===== config.mk =====
export PLATFORM = sky130hd
export DESIGN_NAME = cno_node_ctrl
export DESIGN_NICKNAME = d
export VERILOG_FILES = /design/src/cno_pkg.sv /design/src/cno_tick.sv /design/src/cno_tx_arb.sv /design/src/cno_node_ctrl.sv
export SDC_FILE = /design/constraint.sdc
export NUM_CORES = 1
export LEC_CHECK = 0
export BUFFER_PORTS_ARGS = -buffer_cell sky130_fd_sc_hd__buf_2
export CAP_MARGIN = 20
export CORE_MARGIN = 1
export CORE_UTILIZATION = 40
export CTS_CLUSTER_DIAMETER = 120
export DETAILED_ROUTE_END_ITERATION = 10
export GPL_TIMING_DRIVEN = 0
export SLEW_MARGIN = 10
export SYNTH_ARGS = -nofsm -noshare
export SYNTH_HDL_FRONTEND = slang
export SYNTH_SLANG_ARGS = --single-unit

===== constraint.sdc =====
create_clock -name core_clk -period 4.1 [get_ports core_clk]
set_clock_uncertainty 0.1 [all_clocks]
set_input_delay 0.82 -clock core_clk [delete_from_list [all_inputs] [get_ports core_clk]]
set_output_delay 0.82 -clock core_clk [all_outputs]
set_load 0.05 [all_outputs]

===== src/cno_pkg.sv =====
// Purpose: shared constants for the node state control block
// Assumes: 250 MHz core clock, frame-level receive and transmit ports
// Notes: frame ids, codes, timing and slot numbers are named here; frame lengths and node id limits stay literal
package cno_pkg;
   // ------------------------------------------------------------
   // clock and timing
   // ------------------------------------------------------------
   localparam int CLK_KHZ = 250000; // 4 ns period
   localparam int HB_TIME_MS = 100; // heartbeat period
   localparam int PDO_TIME_MS = 10; // asynchronous pdo cycle
   localparam int HB_CYCLES = HB_TIME_MS * CLK_KHZ;
   localparam int PDO_CYCLES = PDO_TIME_MS * CLK_KHZ;

   // ------------------------------------------------------------
   // identity and defaults
   // ------------------------------------------------------------
   localparam logic [6:0] NODE_ID_DEFAULT = 7'h7F;
   localparam logic [31:0] LSS_VENDOR = 32'h00000ABC; // arbitrary
   localparam logic [31:0] LSS_PRODUCT = 32'h00000001; // arbitrary
   localparam logic [31:0] LSS_REVISION = 32'h00000001; // arbitrary

   // ------------------------------------------------------------
   // frame identifiers
   // ------------------------------------------------------------
   localparam logic [10:0] COB_NMT = 11'h000;
   localparam logic [10:0] COB_SYNC = 11'h080;
   localparam logic [10:0] COB_EMCY = 11'h080;
   localparam logic [10:0] COB_PDO1 = 11'h180;
   localparam logic [10:0] COB_PDO2 = 11'h280;
   localparam logic [10:0] COB_SDO_TX = 11'h580;
   localparam logic [10:0] COB_SDO_RX = 11'h600;
   localparam logic [10:0] COB_GUARD = 11'h700;
   localparam logic [10:0] COB_LSS_TX = 11'h7E4;
   localparam logic [10:0] COB_LSS_RX = 11'h7E5;

   // ------------------------------------------------------------
   // state byte encoding and commands
   // ------------------------------------------------------------
   localparam logic [7:0] SB_BOOT = 8'h00;
   localparam logic [7:0] SB_STOP = 8'h04;
   localparam logic [7:0] SB_OPER = 8'h05;
   localparam logic [7:0] SB_PREOP = 8'h7F;
   localparam logic [7:0] NMT_START = 8'h01;
   localparam logic [7:0] NMT_STOP = 8'h02;
   localparam logic [7:0] NMT_PREOP = 8'h80;
   localparam logic [7:0] NMT_RST_NODE = 8'h81;
   localparam logic [7:0] NMT_RST_COMM = 8'h82;
   localparam logic [7:0] LSS_SWITCH = 8'h04;
   localparam logic [7:0] LSS_SET_ID = 8'h11;
   localparam logic [7:0] LSS_SET_BR = 8'h13;
   localparam logic [7:0] LSS_STORE = 8'h17;
   localparam logic [7:0] SDO_UPLOAD = 8'h40;
   localparam logic [2:0] SDO_DNLOAD = 3'h1; // ccs field
   localparam logic [7:0] SDO_UP_RSP = 8'h43;
   localparam logic [7:0] SDO_ABORT = 8'h80;
   localparam logic [31:0] SDO_ABORT_RO = 32'h06010002;
   localparam logic [15:0] IDX_BOOT_COB = 16'h100E;
   localparam logic [7:0] EMCY_ERR_REG = 8'h01;

   // ------------------------------------------------------------
   // transmit slots, lowest index wins
   // ------------------------------------------------------------
   localparam int NSLOT = 8;
   localparam int SL_LSS = 0;
   localparam int SL_BOOT = 1;
   localparam int SL_GUARD = 2;
   localparam int SL_HB = 3;
   localparam int SL_SDO = 4;
   localparam int SL_EMCY = 5;
   localparam int SL_PDO1 = 6;
   localparam int SL_PDO2 = 7;

   typedef enum logic [1:0] {ST_INIT, ST_PREOP, ST_OPER, ST_STOP} cno_st_t;
endpackage


===== src/cno_tick.sv =====
// Purpose: free running period counter giving a one-cycle tick
// Assumes: run low holds the counter at zero
// Notes: period is a parameter so a bench can shorten it
module cno_tick #(
   parameter int CYCLES = 1000
) (
   input wire logic core_clk,
   input wire logic resetn,
   input wire logic ce,
   input wire logic run,
   output logic tick
);
   logic [31:0] cnt_r;
   logic [31:0] cnt_nxt;
   logic tick_r;
   logic tick_nxt;

   // count to the period and wrap
   always_comb
   begin
      cnt_nxt = cnt_r + 32'h00000001;
      tick_nxt = 1'b0;
      if (!run)
      begin
         cnt_nxt = 32'h00000000;
      end
      else if (cnt_r == 32'(CYCLES - 1))
      begin
         cnt_nxt = 32'h00000000;
         tick_nxt = 1'b1;
      end
   end

   // registers
   always_ff @(posedge core_clk)
   begin
      if (!resetn)
      begin
         cnt_r <= 32'h00000000;
         tick_r <= 1'b0;
      end
      else if (ce)
      begin
         cnt_r <= cnt_nxt;
         tick_r <= tick_nxt;
      end
   end

   assign tick = tick_r;
endmodule


===== src/cno_tx_arb.sv =====
// Purpose: fixed priority pick among pending transmit slots
// Assumes: slot 0 has the highest priority
// Notes: purely combinational
module cno_tx_arb (
   input wire logic [cno_pkg::NSLOT-1:0] req,
   output logic [cno_pkg::NSLOT-1:0] grant
);
   logic [cno_pkg::NSLOT:0] seen;

   // a slot wins when no lower slot asks
   assign seen[0] = 1'b0;
   genvar i;
   generate
      for (i = 0; i < cno_pkg::NSLOT; i++)
      begin : g_pri
         assign grant[i] = req[i] & ~seen[i];
         assign seen[i+1] = seen[i] | req[i];
      end
   endgenerate
endmodule


===== src/cno_node_ctrl.sv =====
// Purpose: network state machine and frame scheduler of an encoder node
// Assumes: frame-level rx/tx ports from a bus controller on core_clk
// Notes: one frame buffered for transmit, held until tx_ready
module cno_node_ctrl #(
   parameter int HB_CYCLES = cno_pkg::HB_CYCLES,
   parameter int PDO_CYCLES = cno_pkg::PDO_CYCLES
) (
   input wire logic core_clk,
   input wire logic resetn,
   input wire logic ce,
   input wire logic rx_valid,
   input wire logic [10:0] rx_id,
   input wire logic rx_rtr,
   input wire logic [3:0] rx_dlc,
   input wire logic [63:0] rx_data,
   output logic tx_valid,
   input wire logic tx_ready,
   output logic [10:0] tx_id,
   output logic [3:0] tx_dlc,
   output logic [63:0] tx_data,
   input wire logic [3:0] bitrate_default,
   input wire logic [31:0] serial_number,
   input wire logic pdo_sync_mode,
   input wire logic [31:0] position,
   input wire logic [31:0] speed,
   input wire logic err_valid,
   input wire logic [15:0] err_code,
   output logic sdo_req_valid,
   output logic [63:0] sdo_req_data,
   input wire logic sdo_rsp_valid,
   input wire logic [63:0] sdo_rsp_data,
   output logic [1:0] node_state,
   output logic [6:0] node_id,
   output logic [3:0] bit_rate,
   output logic store_strobe,
   output logic [127:0] lss_address
);
   // ------------------------------------------------------------
   // helpers
   // ------------------------------------------------------------
   function automatic logic [7:0] state_code(cno_pkg::cno_st_t s);
      case (s)
         cno_pkg::ST_STOP: state_code = cno_pkg::SB_STOP;
         cno_pkg::ST_OPER: state_code = cno_pkg::SB_OPER;
         cno_pkg::ST_PREOP: state_code = cno_pkg::SB_PREOP;
         default: state_code = cno_pkg::SB_BOOT;
      endcase
   endfunction

   function automatic logic [10:0] cob(logic [10:0] base, logic [6:0] n);
      cob = base + {4'h0, n};
   endfunction

   // ------------------------------------------------------------
   // state
   // ------------------------------------------------------------
   cno_pkg::cno_st_t st_r, st_nxt;
   logic [7:0] pend_r, pend_nxt;
   logic toggle_r, toggle_nxt;
   logic [6:0] node_r, node_nxt, node_sv_r, node_sv_nxt;
   logic [3:0] br_r, br_nxt, br_sv_r, br_sv_nxt, br_pend_r, br_pend_nxt;
   logic br_loaded_r, br_loaded_nxt;
   logic lss_cfg_r, lss_cfg_nxt;
   logic [15:0] lss_rsp_r, lss_rsp_nxt;
   logic [63:0] sdo_rsp_r, sdo_rsp_nxt;
   logic [15:0] emcy_r, emcy_nxt;
   logic [31:0] pos_r, pos_nxt, spd_r, spd_nxt;
   logic txv_r, txv_nxt;
   logic [10:0] txid_r, txid_nxt;
   logic [3:0] txdlc_r, txdlc_nxt;
   logic [63:0] txd_r, txd_nxt;
   logic sdoq_r, sdoq_nxt;
   logic [63:0] sdoqd_r, sdoqd_nxt;
   logic store_r, store_nxt;
   logic [7:0] grant;
   logic hb_tick, pdo_tick, load;
   logic rx_nmt, rx_sync, rx_guard, rx_sdo, rx_lss, sdo_ok, is_100e;
   logic [7:0] b0, b1;
   logic [7:0] sc;

   // ------------------------------------------------------------
   // sub blocks
   // ------------------------------------------------------------
   cno_tick #(.CYCLES(HB_CYCLES)) u_hb (
      .core_clk(core_clk),
      .resetn(resetn),
      .ce(ce),
      .run(st_r != cno_pkg::ST_INIT),
      .tick(hb_tick)
   );

   cno_tick #(.CYCLES(PDO_CYCLES)) u_pdo (
      .core_clk(core_clk),
      .resetn(resetn),
      .ce(ce),
      .run(st_r == cno_pkg::ST_OPER && !pdo_sync_mode),
      .tick(pdo_tick)
   );

   cno_tx_arb u_arb (
      .req(pend_r),
      .grant(grant)
   );

   // ------------------------------------------------------------
   // receive decode
   // ------------------------------------------------------------
   assign b0 = rx_data[7:0];
   assign b1 = rx_data[15:8];
   assign sc = state_code(st_r);
   assign rx_nmt = rx_valid && !rx_rtr && rx_id == cno_pkg::COB_NMT
                   && (b1 == 8'h00 || b1 == {1'b0, node_r});
   assign rx_sync = rx_valid && !rx_rtr && rx_id == cno_pkg::COB_SYNC;
   assign rx_guard = rx_valid && rx_rtr
                     && rx_id == cob(cno_pkg::COB_GUARD, node_r);
   assign rx_sdo = rx_valid && !rx_rtr
                   && rx_id == cob(cno_pkg::COB_SDO_RX, node_r);
   assign rx_lss = rx_valid && !rx_rtr && rx_id == cno_pkg::COB_LSS_RX;
   assign sdo_ok = st_r == cno_pkg::ST_PREOP || st_r == cno_pkg::ST_OPER;
   assign is_100e = rx_data[23:8] == cno_pkg::IDX_BOOT_COB;
   assign load = !txv_r && |grant;

   // ------------------------------------------------------------
   // next-state logic
   // ------------------------------------------------------------
   always_comb
   begin
      st_nxt = st_r;
      pend_nxt = pend_r;
      toggle_nxt = toggle_r;
      node_nxt = node_r;
      node_sv_nxt = node_sv_r;
      br_nxt = br_r;
      br_sv_nxt = br_sv_r;
      br_pend_nxt = br_pend_r;
      br_loaded_nxt = br_loaded_r;
      lss_cfg_nxt = lss_cfg_r;
      lss_rsp_nxt = lss_rsp_r;
      sdo_rsp_nxt = sdo_rsp_r;
      emcy_nxt = emcy_r;
      pos_nxt = pos_r;
      spd_nxt = spd_r;
      txv_nxt = txv_r && !tx_ready;
      txid_nxt = txid_r;
      txdlc_nxt = txdlc_r;
      txd_nxt = txd_r;
      sdoq_nxt = 1'b0;
      sdoqd_nxt = sdoqd_r;
      store_nxt = 1'b0;
      // transmit slot load, clears the granted request first
      if (load)
      begin
         txv_nxt = 1'b1;
         txdlc_nxt = 4'h1;
         txd_nxt = 64'h0;
         txid_nxt = cob(cno_pkg::COB_GUARD, node_r);
         pend_nxt = pend_r & ~grant;
         if (grant[cno_pkg::SL_LSS])
         begin
            txid_nxt = cno_pkg::COB_LSS_TX;
            txdlc_nxt = 4'h8;
            txd_nxt = {48'h0, lss_rsp_r};
         end
         else if (grant[cno_pkg::SL_BOOT])
            txd_nxt = {56'h0, cno_pkg::SB_BOOT};
         else if (grant[cno_pkg::SL_GUARD])
         begin
            txd_nxt = {56'h0, toggle_r, sc[6:0]};
            toggle_nxt = !toggle_r;
         end
         else if (grant[cno_pkg::SL_HB])
            txd_nxt = {56'h0, sc};
         else if (grant[cno_pkg::SL_SDO])
         begin
            txid_nxt = cob(cno_pkg::COB_SDO_TX, node_r);
            txdlc_nxt = 4'h8;
            txd_nxt = sdo_rsp_r;
         end
         else if (grant[cno_pkg::SL_EMCY])
         begin
            txid_nxt = cob(cno_pkg::COB_EMCY, node_r);
            txdlc_nxt = 4'h8;
            txd_nxt = {40'h0, cno_pkg::EMCY_ERR_REG, emcy_r};
         end
         else if (grant[cno_pkg::SL_PDO1])
         begin
            txid_nxt = cob(cno_pkg::COB_PDO1, node_r);
            txdlc_nxt = 4'h4;
            txd_nxt = {32'h0, pos_r};
         end
         else
         begin
            txid_nxt = cob(cno_pkg::COB_PDO2, node_r);
            txdlc_nxt = 4'h4;
            txd_nxt = {32'h0, spd_r};
         end
      end
      // network state commands, obeyed in every state but init, where the move to preop wins
      if (rx_nmt)
      begin
         case (b0)
            cno_pkg::NMT_START: st_nxt = cno_pkg::ST_OPER;
            cno_pkg::NMT_STOP: st_nxt = cno_pkg::ST_STOP;
            cno_pkg::NMT_PREOP: st_nxt = cno_pkg::ST_PREOP;
            cno_pkg::NMT_RST_NODE:
            begin
               st_nxt = cno_pkg::ST_INIT;
               node_nxt = node_sv_r;
               br_nxt = br_sv_r;
            end
            cno_pkg::NMT_RST_COMM: st_nxt = cno_pkg::ST_INIT;
            default: st_nxt = st_r;
         endcase
      end
      // init: load the strap once, announce boot, go preop
      if (st_r == cno_pkg::ST_INIT)
      begin
         if (!br_loaded_r)
         begin
            br_sv_nxt = bitrate_default;
            br_nxt = bitrate_default;
            br_pend_nxt = bitrate_default;
            br_loaded_nxt = 1'b1;
         end
         pend_nxt = 8'h0;
         pend_nxt[cno_pkg::SL_BOOT] = 1'b1;
         toggle_nxt = 1'b0;
         st_nxt = cno_pkg::ST_PREOP;
      end
      // error control frames, kept in every running state
      if (rx_guard && st_r != cno_pkg::ST_INIT)
         pend_nxt[cno_pkg::SL_GUARD] = 1'b1;
      if (hb_tick && st_r != cno_pkg::ST_INIT)
         pend_nxt[cno_pkg::SL_HB] = 1'b1;
      // layer setting service, any state
      if (rx_lss)
      begin
         lss_rsp_nxt = {8'h00, b0};
         case (b0)
            cno_pkg::LSS_SWITCH: lss_cfg_nxt = b1[0];
            cno_pkg::LSS_SET_ID:
               if (lss_cfg_r)
               begin
                  if (b1 >= 8'h01 && b1 <= 8'h7F)
                     node_nxt = b1[6:0]; // effective at once
                  else
                     lss_rsp_nxt = {8'h01, b0};
                  pend_nxt[cno_pkg::SL_LSS] = 1'b1;
               end
            cno_pkg::LSS_SET_BR:
               if (lss_cfg_r)
               begin
                  br_pend_nxt = rx_data[19:16];
                  pend_nxt[cno_pkg::SL_LSS] = 1'b1;
               end
            cno_pkg::LSS_STORE:
               if (lss_cfg_r)
               begin
                  node_sv_nxt = node_r;
                  br_sv_nxt = br_pend_r; // rate takes effect on a reset node command
                  store_nxt = 1'b1;
                  pend_nxt[cno_pkg::SL_LSS] = 1'b1;
               end
            default: lss_rsp_nxt = lss_rsp_r;
         endcase
      end
      // service data: boot id object local, rest forwarded
      if (rx_sdo && sdo_ok)
      begin
         if (is_100e && b0 == cno_pkg::SDO_UPLOAD)
         begin
            sdo_rsp_nxt = {21'h0, cob(cno_pkg::COB_GUARD, node_r),
                           rx_data[31:8], cno_pkg::SDO_UP_RSP};
            pend_nxt[cno_pkg::SL_SDO] = 1'b1;
         end
         else if (is_100e && b0[7:5] == cno_pkg::SDO_DNLOAD)
         begin
            sdo_rsp_nxt = {cno_pkg::SDO_ABORT_RO, rx_data[31:8],
                           cno_pkg::SDO_ABORT};
            pend_nxt[cno_pkg::SL_SDO] = 1'b1;
         end
         else
         begin
            sdoq_nxt = 1'b1;
            sdoqd_nxt = rx_data;
         end
      end
      if (sdo_rsp_valid && sdo_ok)
      begin
         sdo_rsp_nxt = sdo_rsp_data;
         pend_nxt[cno_pkg::SL_SDO] = 1'b1;
      end
      // emergency and process data, operational only
      if (st_r == cno_pkg::ST_OPER)
      begin
         if (err_valid)
         begin
            emcy_nxt = err_code;
            pend_nxt[cno_pkg::SL_EMCY] = 1'b1;
         end
         if (pdo_sync_mode ? rx_sync : pdo_tick)
         begin
            pos_nxt = position;
            spd_nxt = speed;
            pend_nxt[cno_pkg::SL_PDO1] = 1'b1;
            pend_nxt[cno_pkg::SL_PDO2] = 1'b1;
         end
      end
      // drop what the new state may not send
      if (st_nxt != cno_pkg::ST_OPER)
         pend_nxt[7:5] = 3'h0;
      if (st_nxt == cno_pkg::ST_STOP)
         pend_nxt[cno_pkg::SL_SDO] = 1'b0;
   end

   // ------------------------------------------------------------
   // registers
   // ------------------------------------------------------------
   always_ff @(posedge core_clk)
   begin
      if (!resetn)
      begin
         st_r <= cno_pkg::ST_INIT;
         pend_r <= 8'h00;
         toggle_r <= 1'b0;
         node_r <= cno_pkg::NODE_ID_DEFAULT;
         node_sv_r <= cno_pkg::NODE_ID_DEFAULT;
         br_r <= 4'h0;
         br_sv_r <= 4'h0;
         br_pend_r <= 4'h0;
         br_loaded_r <= 1'b0;
         lss_cfg_r <= 1'b0;
         lss_rsp_r <= 16'h0000;
         sdo_rsp_r <= 64'h0;
         emcy_r <= 16'h0000;
         pos_r <= 32'h0;
         spd_r <= 32'h0;
         txv_r <= 1'b0;
         txid_r <= 11'h000;
         txdlc_r <= 4'h0;
         txd_r <= 64'h0;
         sdoq_r <= 1'b0;
         sdoqd_r <= 64'h0;
         store_r <= 1'b0;
      end
      else if (ce)
      begin
         st_r <= st_nxt;
         pend_r <= pend_nxt;
         toggle_r <= toggle_nxt;
         node_r <= node_nxt;
         node_sv_r <= node_sv_nxt;
         br_r <= br_nxt;
         br_sv_r <= br_sv_nxt;
         br_pend_r <= br_pend_nxt;
         br_loaded_r <= br_loaded_nxt;
         lss_cfg_r <= lss_cfg_nxt;
         lss_rsp_r <= lss_rsp_nxt;
         sdo_rsp_r <= sdo_rsp_nxt;
         emcy_r <= emcy_nxt;
         pos_r <= pos_nxt;
         spd_r <= spd_nxt;
         txv_r <= txv_nxt;
         txid_r <= txid_nxt;
         txdlc_r <= txdlc_nxt;
         txd_r <= txd_nxt;
         sdoq_r <= sdoq_nxt;
         sdoqd_r <= sdoqd_nxt;
         store_r <= store_nxt;
      end
   end

   // outputs
   assign tx_valid = txv_r;
   assign tx_id = txid_r;
   assign tx_dlc = txdlc_r;
   assign tx_data = txd_r;
   assign sdo_req_valid = sdoq_r;
   assign sdo_req_data = sdoqd_r;
   assign node_state = st_r;
   assign node_id = node_r;
   assign bit_rate = br_r;
   assign store_strobe = store_r;
   assign lss_address = {cno_pkg::LSS_VENDOR, cno_pkg::LSS_PRODUCT,
                         cno_pkg::LSS_REVISION, serial_number};
endmodule


---- Word level (Yosys, flattened, before mapping) ----
Index checks and enable logic that the tools add are counted.
Widths: inputs -> output; s select.
word-level totals
  flip-flop bits (word level) ............. 411
  bits of input ports ..................... 268
operators by class
  add/subtract/negate cells ............... 8
  order comparisons ....................... 2
  equality and inequality tests ........... 26
  muxes and demuxes ....................... 88
  bitwise operators ....................... 24
  reductions and logical operators ........ 53
operators with widths
  kind                   number
  $mux 64                9
  $mux 32                6
  $mux 4                 20
  $mux 11                7
  $add 32x1->32 const B  2
  $mux 7                 6
  $eq 32x22->1 const B   1
  $eq 32x25->1 const B   1
  $pmux 16 s2            1
  $mux 1                 28
  $eq 8x5->1 const B     3
  $eq 8x8->1 const B     3
  $eq 11x11->1           2
  $pmux 7 s3             1
  $logic_and 1x1->1      18
  $mux 9                 2
  $eq 16x13->1 const B   1
  $mux 8                 2
  $reduce_and 3->1       5
  $add 10x7->11 const A  1
  $add 10x8->11 const A  1
  $add 11x7->11 const A  1
  $eq 11x11->1 const B   1
  $eq 11x8->1 const B    1
  36 further kinds       78

---- Longest topological paths before layout ----
  depth after elaboration ................. 17
  mapped depth ............................ 10
  mapped depth without buffers ............ 8

---- Cells and area by module ----
From an unflattened synthesis, not the netlist that was laid out.
unflattened totals
  cells, all modules ...................... 2227
  area total of the unflattened synthesis .. 18672.9 um2
modules (own cells, without submodules)
  module             times used  cells an instance  area each (um2)
  cno_node_ctrl      1           1784               14970.6
  cno_tick at u_pdo  1           210                1816.7
  cno_tick at u_hb   1           222                1801.7
  cno_tx_arb         1           11                 83.8

---- Worst setup path after synthesis ----
OpenSTA, ideal clock, no wires.
  path type ............................... input-to-reg
  start ................................... input port rx_data[7]
  end ..................................... register sdo_rsp_r[32]
  arrival ................................. 2.748 ns
  required time ........................... 3.863 ns
  path slack .............................. 1.114 ns
  stages .................................. 8
  path buffers ............................ 2
  cell sequence ........................... clkbuf_1 > or4_1 > nor2_1 > nand4_1 > o21a_1 > nor2_1 > clkbuf_1 > a211oi_1
between the ends
  word-level cells in the longest chain between the ends .. 5
  elaborated cells between the ends (all ways) .. 9
  classes of those cells .................. eq/ne: 2; mux: 3; reduce/logical: 4
ends and longest elaborated chain
  element               line                  source
  start, declared       cno_node_ctrl.sv:15   input wire logic [63:0] rx_data,
  $eq 8x7->1            cno_node_ctrl.sv:270  if (is_100e && b0 == cno_pkg::SDO_UPLOAD)
  $logic_and 1x1->1     cno_node_ctrl.sv:270
  $mux 64               cno_node_ctrl.sv:270
  $mux 64               cno_node_ctrl.sv:268  if (rx_sdo && sdo_ok)
  $mux 64               cno_node_ctrl.sv:288  if (sdo_rsp_valid && sdo_ok)
  end signal, assigned  cno_node_ctrl.sv:359  sdo_rsp_r <= sdo_rsp_nxt;
  end, declared         cno_node_ctrl.sv:65   logic [63:0] sdo_rsp_r, sdo_rsp_nxt;
Several ways; a longest one is shown, not always the timed one. The select of a mux whose other input is x is not followed.
A chain may end at the register's enable or synchronous reset.

---- Final worst setup path ----
  start ................................... input port rx_id[1]
  end ..................................... register spd_r[30]
between the ends
  word-level cells in the longest chain between the ends .. 4
ends and longest elaborated chain
  element                            line                  source
  start, declared                    cno_node_ctrl.sv:12   input wire logic [10:0] rx_id,
  $eq 11x8->1                        cno_node_ctrl.sv:113  assign rx_sync = rx_valid && !rx_rtr && rx_id == cno_pkg::COB_SYNC;
  $logic_and 1x1->1                  cno_node_ctrl.sv:113
  $mux 1                             cno_node_ctrl.sv:301  if (pdo_sync_mode ? rx_sync : pdo_tick)
  $reduce_and 3->1 (no source line)  n/a
  end signal, assigned               cno_node_ctrl.sv:362  spd_r <= spd_nxt;
  end, declared                      cno_node_ctrl.sv:67   logic [31:0] pos_r, pos_nxt, spd_r, spd_nxt;
No other way between the ends.

==> metrics.txt <==
status completed; mux contribution to synthesized area 1.62%; number of buffers created by CTS 45; RD Place Congestion 0.939; CTS tree done; # placed instances 3391; port bufs 419; share of layout cells above drive strength 1 22.6%; WHS 350 ps; GRT Total Usage 28.8%; non-filler instance count after layout 3479; ys async rst share 0%; worst-case reg-to-reg path depth 8; global-route wire length before repair 103 mm; # hold bufs at CTS 0; largest family of logic cells by synthesized area simple AND/OR/NAND/NOR gates; post-synthesis xor/xnor area fraction 3.22%; Wirelength per Cell 20.0 um; Hold Fails Final Rpt 0; Core Box Area 0.0446 sq mm; worst vdd ir 0.000367 V; Die ar. 0.0464 sq mm; WP data required 4510 ps; H-tree depth 2; Post-CTS Resized 0; Final Util 51.5%; Final min period 3540 ps; Via Count 18500; Slowest cell on crit path nor2_1; Pleak 0.00940 uW; root buf cell clkbuf_16; ys flop type dfxtp_1; # clock sinks 403; Starting Density 40.9%; Setup crit end kind register; vias in the first global route 17300; initial drt markers 1484; Unique masters post-synth 71; Worst setup SP type input pin; Post-Syn Area 0.0182 sq mm; fin. max-slew vios 0; Clock Pin Slew Worst Setup and Hold Paths 60 ps; initial antenna violation count 7; largest net degree at the start of global routing 14; Ports 555; Final period util 86.3%; number of synthesized flops with an enable pin 0; Synth Area in Adders 0.343%; first drt pass iteration count 5; Via density 5.32; fmax 283 MHz; Worst Max-Slew Pin Slew 1100 ps; DP Wirelength 53.8 mm; Die X 215 um; global route overflow 0; Post-Synth Simple-Gate Area 22.7%; post-CTS setup buffer count 0; RSZ-0062 raised after global routing false; final setup vio count 0; Routed WL 69.7 mm; Crit path largest cell delay 850 ps; Layout Nets 3120; crit path kind in2reg; post-synthesis sequential area ratio 44.3%; flops & latches, synth 403; Final ANT Viol Nets 0; Pwr Density 406 mW/mm^2; top cell type by total area after synthesis dfxtp_1; Max-cap violations 0; Cell Area, Placed 0.0214 sq mm; row cnt 77; Clk Latency, worst-skew pair 580 ps; Worst slew margin 26.4%; critical path data arrival time 3940 ps; Final TNS setup 0 ps; DRC violations left 0; Synthesis Warnings 0; CP Max Fanout 10; Synth Area in Compound Gates 18.4%; design area 0.0230 sq mm; HP Class reg2reg; syn avg cell area 7.97 sq um; hold path cells 2; height of the die 215 um; Cell Chain, Critical Path buf_2 -> nor4b_1 -> and4b_1 -> a22oi_1 -> nor2_1 -> clkbuf_1 -> nand2_1 -> a21oi_1; # fillers 4392; Clock Path Buffers 3; area delta synth->final 26.0%; top cells by area, synth dfxtp_1 44%, nand2_1 9.7%, a21oi_1 8.0%; top cell type's share of synthesized area 44.3%; Post-Syn Instances 2285
==> power by group <==
group / total [uW] / internal (uW) / leakage (uW) / switching, uW
Sequential: 4020 / 3980 / 0.00326 / 47.8
Combinational: 1130 / 312 / 0.00539 / 818
Clock: 4170 / 2490 / 0.000756 / 1680
Total: 9320 / 6780 / 0.00940 / 2540
==> sequential cells by signal (all words and copies together), names as in the netlist, 2 cells and up <==
| name | flops |
|---|---|
| sdo_req_data | 64 |
| sdo_rsp_r | 64 |
| tx_data | 64 |
| pos_r | 32 |
| spd_r | 32 |
| u_hb.cnt_r | 32 |
| u_pdo.cnt_r | 32 |
| emcy_r | 16 |
| tx_id | 11 |
| lss_rsp_r | 9 |
| pend_r | 8 |
| node_id | 7 |
| node_sv_r | 7 |
| bit_rate | 4 |
| br_pend_r | 4 |
| br_sv_r | 4 |
| tx_dlc | 3 |
| node_state | 2 |
==> cells in the mapped netlist, drive strengths merged (3+ instances only) <==
library cell and n:
nand2 472, dfxtp 403, a21oi 290, buf 155
nor2 152, clkbuf 143, o21ai 83, nand3 74
xor2 47, nor3 38, and3 35, a311oi 26
mux2i 25, inv 24, nand2b 23, nand4 23
xnor2 20, a211oi 18, a221oi 17, a22oi 17
a32oi 17, a211o 15, a31oi 15, nor4 15
and4 13, nor2b 10, or4 9, and2 8
o211ai 8, a221o 7, a22o 7, nand4b 7
nand3b 6, nor4b 6, or3 6, ha 5
o2111ai 5, mux2 4, a41o 3, o31ai 3
==> cell families (layout without fill, tap and decap cells) <==
group,count (synthesis),in the layout
adder cells (fa/ha/maj),5,5
other,2,101
buffers and inverters,322,825
XOR/XNOR,67,67
flip-flops,403,403
multiplexers,29,29
AND/OR/NAND/NOR,907,907
AO/OA/AOI/OAI,550,550
==> cells in the final DEF, fill, tap and decap left out, types with 16 or more instances in the layout <==
master     Yosys  routed
a211oi_1      18      18
nand3_1       74      74
conb_1         2      97
nor3_1        37      37
buf_2          6     426
nor2_1       152     152
a21oi_1      290     290
buf_4        130     130
inv_1         24      24
a32oi_1       17      17
xnor2_1       20      20
a22oi_1       17      17
buf_1         19      19
o21ai_0       81      81
nand4_1       23      23
a311oi_1      26      26
dfxtp_1      403     403
xor2_1        47      47
a221oi_1      16      16
nand2_1      472     472
clkbuf_16      0      47
clkbuf_1     143     152
and3_1        35      35
mux2i_1       25      25
nand2b_1      23      23
==> critical path: cells and delay by family <==
kind | cells | cell delay [ps]
AND/OR/NAND/NOR | 4 | 2140
buffers and inverters | 2 | 620
AO/OA/AOI/OAI | 2 | 350
==> final cells by class <==
type                            count  area [sq um]  area share (%)
Antenna cell                        4          10.0          0.0436
Buffer                            298          1610            7.03
Clock buffer                       64          1320            5.75
Clock inverter                     19           204           0.888
Inverter                           24          90.1           0.392
Multi-Input combinational cell   1655          8810            38.4
Sequential cell                   403          8070            35.1
Tap cell                          592           741            3.23
Timing Repair Buffer              420          2100            9.16
==> metrics by stage <==
| step | total power (uW) | setup slack (ps) |
|---|---|---|
| 6_report | 9320 | 563 |
| 5_1_grt | 9580 | 390 |
| 4_1_cts | 9370 | 643 |
| 3_5_place_dp | 5220 | 45.5 |
| 3_3_place_gp | 5210 | 57.8 |
| 2_1_floorplan | 4840 | 1110 |
==> metal layers <==
metal / GRT usage (%) / up-vias / share of wire [%]
li1: - / 8831 / -
met1: 37.3 / 8726 / 42
met2: 47.6 / 846 / 46
met3: 6.50 / 114 / 8.9
met4: 8.42 / 8 / 2.5
met5: 0 / - / 0.072
==> final timing paths <==
kind | slack [ps] | end | from
setup / recovery | 560 | spd_r[30] | rx_id[1]
hold / removal | 350 | sdo_req_data[36] | sdo_req_data[36]
setup reg to reg | 620 | tx_data[50] | pend_r[2]
hold reg to reg | 350 | sdo_req_data[36] | sdo_req_data[36]
Note: power is estimated with default switching activity, not from simulation.
